--- src/gis_map.svh ---
// register offsets, reset values and field positions of the gpio interrupt/alt-function block
// assumes a 12-bit byte offset inside the port aperture
`ifndef GIS_MAP_SVH
`define GIS_MAP_SVH

`define GIS_OFS_RIS 12'h414
`define GIS_OFS_MSTAT 12'h418
`define GIS_OFS_ICR 12'h41c
`define GIS_OFS_ALTSEL 12'h420
`define GIS_OFS_DEN 12'h424
`define GIS_OFS_PUR 12'h428
`define GIS_OFS_PDR 12'h42c
`define GIS_OFS_PCTL 12'h430

`define GIS_PINS 8
`define GIS_PCTL_W 4
`define GIS_ADC_PIN 4

`define GIS_PORT_A 0
`define GIS_PORT_B 1
`define GIS_PORT_C 2

`define GIS_RST_ZERO8 8'h00
`define GIS_RST_ZERO32 32'h0000_0000
`define GIS_RST_A_DEN 8'h3f
`define GIS_RST_A_PCTL 32'h0011_1111
`define GIS_RST_B_DEN 8'h0c
`define GIS_RST_B_PCTL 32'h0000_3300
`define GIS_RST_C_ALTSEL 8'h0f
`define GIS_RST_C_DEN 8'h0f
`define GIS_RST_C_PUR 8'h0f
`define GIS_RST_C_PCTL 32'h0000_1111

`define GIS_PROT_B 8'h80
`define GIS_PROT_C 8'h0f

`endif

--- src/gis_pkg.sv ---
// types shared by the gpio interrupt/alt-function block
// assumes gis_map.svh is on the include path
package gis_pkg;
  `include "gis_map.svh"

  typedef struct packed {
    logic wr;
    logic rd;
    logic [11:0] addr;
    logic [31:0] wdata;
  } gis_req_t;

  typedef struct packed {
    logic [7:0] raw;
    logic [7:0] altsel;
    logic [7:0] den;
    logic [7:0] pur;
    logic [7:0] pdr;
    logic [31:0] pctl;
    logic [31:0] rdata;
    logic rvalid;
    logic mstat4_d;
    logic trig;
  } gis_state_t;

  typedef struct packed {
    logic [7:0] out;
    logic [7:0] oe;
  } gis_drive_t;
endpackage

--- src/gis_port.sv ---
// interrupt status, interrupt clear and alternate-function select of one 8-pin gpio port
// assumes edge/level sense and mask registers live elsewhere in the port; they arrive as
// irq_event pulses and the irq_mask level; lock/commit state arrives as plain levels
//
// Contract
// - a masked status bit reads 1 exactly when raw status and mask are both 1.
// - a masked status bit reads 0 when nothing is pending or it is masked, is read-only, resets to 0.
// - writing 1 to a clear bit clears that pin's raw and masked status, unless its interrupt condition arrives in the same cycle.
// - writing 0 to a clear bit leaves that pin's pending state alone.
// - on port B an unmasked interrupt on pin four also pulses the converter trigger.
// - with alt select 0 the pin is driven and sampled by the gpio logic.
// - with alt select 1 a peripheral chosen by the port-control field owns the pin.
// - reset returns pins to tri-stated gpio with alt, enable, pulls and port-control zero.
// - serial, sync-serial, two-wire and debug pins reset to their listed non-zero values.
// - protected pins take alt, pull and enable writes only when unlocked and committed.
// - bits 31:8 of the status, clear and alt select registers read as zero.
// - a raw status bit is set by its pin's interrupt condition regardless of the mask.
// - a mask bit of 1 passes the pin onto the combined interrupt, 0 blocks it.
`include "gis_map.svh"
module gis_port
  import gis_pkg::*;
#(
  parameter int PORT_ID = `GIS_PORT_A,
  parameter int NFUNC = 16
) (
  input wire logic ref_clk, // 125 MHz clock
  input wire logic rstn, // sync reset, active low
  input wire gis_req_t reg_req, // register access request
  output logic [31:0] reg_rdata, // read data, one cycle after rd
  output logic reg_rvalid, // read data valid pulse
  input wire logic [7:0] irq_event, // interrupt condition pulses from sense logic
  input wire logic [7:0] irq_mask, // interrupt mask levels
  input wire logic cfg_unlocked, // lock register is unlocked
  input wire logic [7:0] commit_bits, // commit enables per pin
  output logic [7:0] raw_status, // raw interrupt status
  output logic [7:0] masked_status, // masked interrupt status
  output logic irq_out, // combined port interrupt, active high
  output logic adc_trigger, // converter trigger pulse
  output logic [7:0] pull_up, // pull-up selects
  output logic [7:0] pull_down, // pull-down selects
  input wire gis_drive_t gpio_drv, // gpio output levels and enables
  output logic [7:0] gpio_in, // pad levels for the gpio logic
  input wire logic [7:0][NFUNC-1:0] periph_out, // peripheral output levels per pin
  input wire logic [7:0][NFUNC-1:0] periph_oe, // peripheral output enables per pin
  output logic [7:0][NFUNC-1:0] periph_in, // pad levels for peripherals per pin
  input wire logic [7:0] pad_in, // pad levels
  output gis_drive_t pad_drv // pad drive levels and enables
);
  localparam logic [7:0] AF_RST = (PORT_ID == `GIS_PORT_C) ? `GIS_RST_C_ALTSEL : `GIS_RST_ZERO8;
  localparam logic [7:0] DEN_RST = (PORT_ID == `GIS_PORT_A) ? `GIS_RST_A_DEN :
                                   (PORT_ID == `GIS_PORT_B) ? `GIS_RST_B_DEN :
                                   (PORT_ID == `GIS_PORT_C) ? `GIS_RST_C_DEN : `GIS_RST_ZERO8;
  localparam logic [7:0] PUR_RST = (PORT_ID == `GIS_PORT_C) ? `GIS_RST_C_PUR : `GIS_RST_ZERO8;
  localparam logic [31:0] PCTL_RST = (PORT_ID == `GIS_PORT_A) ? `GIS_RST_A_PCTL :
                                     (PORT_ID == `GIS_PORT_B) ? `GIS_RST_B_PCTL :
                                     (PORT_ID == `GIS_PORT_C) ? `GIS_RST_C_PCTL : `GIS_RST_ZERO32;
  localparam logic [7:0] PROT = (PORT_ID == `GIS_PORT_B) ? `GIS_PROT_B :
                                (PORT_ID == `GIS_PORT_C) ? `GIS_PROT_C : `GIS_RST_ZERO8;
  localparam logic HAS_ADC = (PORT_ID == `GIS_PORT_B);

  gis_state_t st_r;
  gis_state_t st_nxt;
  logic [7:0] mstat_now;
  logic [7:0] clr_vec;
  logic [7:0] wr_ok;
  logic [7:0] ev_m;
  logic [7:0] prot_altsel;
  logic [7:0] prot_den;

  assign mstat_now = st_r.raw & irq_mask;
  assign ev_m = irq_event & irq_mask;
  assign clr_vec = (reg_req.wr && reg_req.addr == `GIS_OFS_ICR) ? reg_req.wdata[7:0] : 8'h00;
  // protected bits are writable only while unlocked and committed
  assign wr_ok = ~PROT | (commit_bits & {8{cfg_unlocked}});
  assign prot_altsel = st_r.altsel & PROT;
  assign prot_den = st_r.den & PROT;

  always_comb begin
    st_nxt = st_r;
    st_nxt.rvalid = 1'b0;
    st_nxt.trig = 1'b0;
    // a new event in the clear cycle survives: set wins over clear
    st_nxt.raw = (st_r.raw & ~clr_vec) | irq_event;
    st_nxt.mstat4_d = mstat_now[`GIS_ADC_PIN];
    if (HAS_ADC) begin
      st_nxt.trig = mstat_now[`GIS_ADC_PIN] & ~st_r.mstat4_d;
    end
    if (reg_req.wr) begin
      case (reg_req.addr)
        `GIS_OFS_ALTSEL: st_nxt.altsel = (reg_req.wdata[7:0] & wr_ok) | (st_r.altsel & ~wr_ok);
        `GIS_OFS_DEN: st_nxt.den = (reg_req.wdata[7:0] & wr_ok) | (st_r.den & ~wr_ok);
        `GIS_OFS_PUR: st_nxt.pur = (reg_req.wdata[7:0] & wr_ok) | (st_r.pur & ~wr_ok);
        `GIS_OFS_PDR: st_nxt.pdr = (reg_req.wdata[7:0] & wr_ok) | (st_r.pdr & ~wr_ok);
        `GIS_OFS_PCTL: st_nxt.pctl = reg_req.wdata;
        default: st_nxt.pctl = st_r.pctl;
      endcase
    end
    if (reg_req.rd) begin
      st_nxt.rvalid = 1'b1;
      case (reg_req.addr)
        `GIS_OFS_RIS: st_nxt.rdata = {24'h00_0000, st_r.raw};
        `GIS_OFS_MSTAT: st_nxt.rdata = {24'h00_0000, mstat_now};
        `GIS_OFS_ALTSEL: st_nxt.rdata = {24'h00_0000, st_r.altsel};
        `GIS_OFS_DEN: st_nxt.rdata = {24'h00_0000, st_r.den};
        `GIS_OFS_PUR: st_nxt.rdata = {24'h00_0000, st_r.pur};
        `GIS_OFS_PDR: st_nxt.rdata = {24'h00_0000, st_r.pdr};
        `GIS_OFS_PCTL: st_nxt.rdata = st_r.pctl;
        default: st_nxt.rdata = 32'h0000_0000; // clear register and holes read zero
      endcase
    end
  end

  always_ff @(posedge ref_clk) begin
    if (!rstn) begin
      st_r <= '0;
      st_r.altsel <= AF_RST;
      st_r.den <= DEN_RST;
      st_r.pur <= PUR_RST;
      st_r.pctl <= PCTL_RST;
    end else begin
      st_r <= st_nxt;
    end
  end

  assign reg_rdata = st_r.rdata;
  assign reg_rvalid = st_r.rvalid;
  assign raw_status = st_r.raw;
  assign masked_status = mstat_now;
  assign irq_out = |mstat_now;
  assign adc_trigger = st_r.trig;
  assign pull_up = st_r.pur;
  assign pull_down = st_r.pdr;

  genvar gi;
  generate
    for (gi = 0; gi < `GIS_PINS; gi++) begin : g_pin
      gis_pin_mux #(.NFUNC(NFUNC), .SELW(`GIS_PCTL_W)) u_mux (
        .ref_clk(ref_clk),
        .rstn(rstn),
        .alt_sel(st_r.altsel[gi]),
        .den(st_r.den[gi]),
        .sel(st_r.pctl[gi*`GIS_PCTL_W +: `GIS_PCTL_W]),
        .gpio_out(gpio_drv.out[gi]),
        .gpio_oe(gpio_drv.oe[gi]),
        .periph_out(periph_out[gi]),
        .periph_oe(periph_oe[gi]),
        .pad_in(pad_in[gi]),
        .pad_out(pad_drv.out[gi]),
        .pad_oe(pad_drv.oe[gi]),
        .gpio_in(gpio_in[gi]),
        .periph_in(periph_in[gi])
      );
    end
  endgenerate
endmodule

--- src/gis_pin_mux.sv ---
// one pad's owner selection between the gpio logic and up to NFUNC peripherals
// assumes pad_in is already synchronous to ref_clk
module gis_pin_mux
  import gis_pkg::*;
#(
  parameter int NFUNC = 16,
  parameter int SELW = 4
) (
  input wire logic ref_clk, // clock for checks only
  input wire logic rstn, // sync reset, active low
  input wire logic alt_sel, // 1: peripheral owns the pad
  input wire logic den, // digital enable
  input wire logic [SELW-1:0] sel, // peripheral function select
  input wire logic gpio_out, // gpio output level
  input wire logic gpio_oe, // gpio output enable
  input wire logic [NFUNC-1:0] periph_out, // peripheral output levels
  input wire logic [NFUNC-1:0] periph_oe, // peripheral output enables
  input wire logic pad_in, // pad level
  output logic pad_out, // pad drive level
  output logic pad_oe, // pad drive enable, high while driving
  output logic gpio_in, // pad level seen by the gpio logic
  output logic [NFUNC-1:0] periph_in // pad level seen by the chosen peripheral
);
  always_comb begin
    periph_in = '0;
    if (alt_sel) begin
      pad_out = periph_out[sel];
      pad_oe = den & periph_oe[sel];
      gpio_in = 1'b0;
      periph_in[sel] = pad_in & den;
    end else begin
      pad_out = gpio_out;
      pad_oe = den & gpio_oe;
      gpio_in = pad_in & den;
    end
  end
endmodule

--- config.mk ---
export PLATFORM = sky130hd
export DESIGN_NAME = gis_port
export DESIGN_NICKNAME = d
export VERILOG_FILES = /design/src/gis_pkg.sv /design/src/gis_port.sv /design/src/gis_pin_mux.sv
export VERILOG_INCLUDE_DIRS = /design/src
export SDC_FILE = /design/constraint.sdc
export NUM_CORES = 1
export LEC_CHECK = 0
export BUFFER_PORTS_ARGS = -buffer_cell sky130_fd_sc_hd__buf_2
export CORE_AREA = 2 2 225 227
export CTS_BUF_LIST = sky130_fd_sc_hd__clkbuf_2 sky130_fd_sc_hd__clkbuf_4 sky130_fd_sc_hd__clkbuf_8
export DETAILED_ROUTE_END_ITERATION = 16
export DIE_AREA = 0 0 227 229
export GPL_TIMING_DRIVEN = 0
export PLACE_DENSITY_LB_ADDON = 0.08
export RECOVER_POWER = 100
export SLEW_MARGIN = 20
export SYNTH_ARGS = -nofsm -noshare
export SYNTH_HDL_FRONTEND = slang
export SYNTH_HIERARCHICAL = 1
export SYNTH_SLANG_ARGS = --single-unit
--- constraint.sdc ---
create_clock -name ref_clk -period 2 [get_ports ref_clk]
set_input_delay 0.2 -clock ref_clk [delete_from_list [all_inputs] [get_ports ref_clk]]
set_output_delay 0.2 -clock ref_clk [all_outputs]
set_load 0.03 [all_outputs]
==> qor.yml <==
outcome:
  outcome: "finished, violations left"
  violations: "setup timing"
critical_path:
  rr_endpoint: "reg_rdata[1]"
  worstPathCellList: "buf_8 -> mux4_2 -> mux2_4 -> nand3_2 -> o211ai_2 -> buf_6"
  critPathMaxFanout: 3
  worstPathArrival_ps: 2000
  slowest_stage: "mux4_2"
  reg2reg_slack_ps: 680
  crit_family: "multiplexers"
  timing.critical_path.buf_inv: 2
  worstSetupPathType: "flop to output pin"
  setup.worst_path.end_class: "output pin"
  start_kind: "flop"
  cp-startpoint: "st_r[39]"
  cp.required_ps: 1800
  timing.rr.start: "raw_status[1]"
  r2r_cells: 4
  slowest_delay_ps: 510
sta:
  max_freq_mhz: 455.4
  finalMaxSlewViolations: 0
  layout_setup_ws_ps: -196.0
  setup_viol: 23
  whs_ps: 32.40
  rsz0062_at_grt: "true"
  fin_crit_ps: 2196
  hold_viol: 0
  post-route-period-util_pct: 109.8
  skew_ps: 17.82
  max_slew_margin_pct: 48.14
  worst_pin_slew_ps: 777.9
pwr:
  p_leak_uw: 0.005945
  peakVddDrop_mv: 0.2298
  p_per_area_mw_per_mm2: 347.7
floorplan:
  io_pins: 572
  row_count: 82
  initial_core_util_pct: 17.45
  core_sq_mm: 0.04966
  dieHeight_um: 229
  die_w_um: 227
  die_area_sq_mm: 0.05198
detailed_routing:
  wl_per_cell_um: 19.39
  via_per_inst: 4.325
  antenna_left: 0
  drt_pass1_iterations: 6
  drt_iter0_drc: 352
  routed_wl_mm: 44.63
  drcViolationCount: 0
  vias: 9957
job:
  maxCapViolations: 0
place:
  io_buffer_count: 560
  dpl.cell_count: 2245
  hpwl_mm: 37.36
  gp_congestion: 0.8426
yosys:
  yosysUniqueCellTypes: 53
  ys_warn_count: 6
  synth_top_family_by_area: "multiplexers"
  synth-xor-area-share_pct: 0.1011
  syn-num-nets: 1366
  synth_mux_area_share_pct: 28.43
  ys_seq_elements: 105
  synth_flop_cell: "dfxtp_1"
  synth-compound-area-share_pct: 8.953
  synthArstFlopShare_pct: 0
  synthSimpleGateAreaFrac_pct: 26.84
  synth-edff-count: 0
  synth_seq_area_share_pct: 24.26
  syn_area_sq_mm: 0.008665
  synth_fa_ha_area_share_pct: 0
  synthCells: 1013
  synth_area_per_cell_sq_um: 8.553
hold_path:
  hold_depth: 3
  hold_end: "st_r[52]"
  hold_path.class: "input pin to flop"
  holdCritStartpoint: "reg_req[17]"
layout:
  fin_cells: 2302
  multi_input_area_sq_mm: 0.005773
  post-route-util_pct: 26.99
  area_delta_synth_final_pct: 54.67
  nFillCells: 5610
  seqCellArea_sq_mm: 0.002193
  final_nets: 1976
  final_cell_mix: "buf_2 (466), nand2_1 (133), nor2_1 (120)"
  drive_gt1_share_pct: 51.78
  mostFrequentLayoutCell: "buf_2"
clock_network:
  clockBufferDepth: 2
  tritoncts: "yes"
  cts_made_buffers: 9
  htreeDepth: 3
  cts_root_buffer: "clkbuf_8"
  clk_pin_slew_ps: 120
  clock_sinks: 105
  clock_latency_ps: 400
global_routing:
  antenna_found_initial: 6
  grt_pass1_wl_mm: 63.46
  grt_pass1_vias: 10100
  grt-ovfl-total: 0
  grt_max_degree: 17
  grt_use_total_pct: 16.35
## cell families after synthesis
group	Yosys count
xor+xnor	1
compound gates	110
simple gates	464
buf+inv	163
flops	105
mux	169
other cells	1
## metrics by stage
stage	setup TNS [ps]	power, uW	instance area (sq um)	setup WS [ps]
after floorplan	0	2586	8665	56.72
after global placement	-33420	3130	12310	-573.1
after detailed placement	-36040	3136	12310	-631.3
after CTS	-2939	4776	13210	-246.7
after global routing	-4950	4905	13400	-276.7
final	-2235	4660	13400	-196.0
## worst min-delay path: stages
cell,delay [ps]
buf_2,90
nand2_1,50
mux2i_1,60
## synth_stat cells, types with 20 or more instances
cell	number	share of area (%)
nand2_1	136	5.9
nor2_1	130	5.6
dfxtp_1	105	24
mux2i_1	95	11
buf_4	59	5.1
nor3_1	40	2.3
o21ai_0	40	2.3
nand3b_1	36	3.1
mux4_2	35	9.1
clkbuf_1	33	1.4
buf_2	29	1.7
inv_1	27	1.2
nand4_1	25	1.8
nor2b_1	24	1.7
mux2_2	20	2.6
## state kept, by name, indices dropped and copies added (netlist names)
name and cells:
reg_rvalid 1, st_r 48, reg_rdata 32, pull_up 8, raw_status 8, pull_down 8
## layout make-up
cell class	instances	area share (%)
Multi-Input combinational cell	745	43.08
Antenna cell	2	0.03734
Tap cell	672	6.274
Clock inverter	5	0.5975
Inverter	27	0.7562
Buffer	130	7.002
Clock buffer	11	1.036
Timing Repair Buffer	605	24.85
Sequential cell	105	16.37
## routing by layer
layer  global-route usage (%)  up-vias  wire length [um]
met3                    3.323       31              3021
met4                    3.329        8               551
met1                    19.35     4764             18200
li1                         -     4804                 -
met5                        0        -                45
met2                    30.17      350             22810
## worst max-delay path by stage
stage,to,cells past startpoint
after floorplan,pad_drv[9],5
after global placement,reg_rdata[26],7
after detailed placement,reg_rdata[25],7
after CTS,pad_drv[1],6
after global routing,pad_drv[1],6
final,pad_drv[1],6
## power breakdown
| part | internal [uW] | leakage, uW | switching [uW] |
|---|---|---|---|
| Sequential | 2080 | 0.000862 | 19.0 |
| Combinational | 489 | 0.00498 | 499 |
| Clock | 733 | 0.000106 | 842 |
| Total | 3300 | 0.00594 | 1360 |
## repair_timing
action	4_1_cts	5_1_grt
buffers inserted	28	7
resized for setup	168	92
endpoints found under the setup margin	163	86
cloned	1	0
endpoints found under the hold margin	9	0
pin swaps	20	20
hold buffers	9	0
Note: power is estimated with default switching activity, not from simulation.
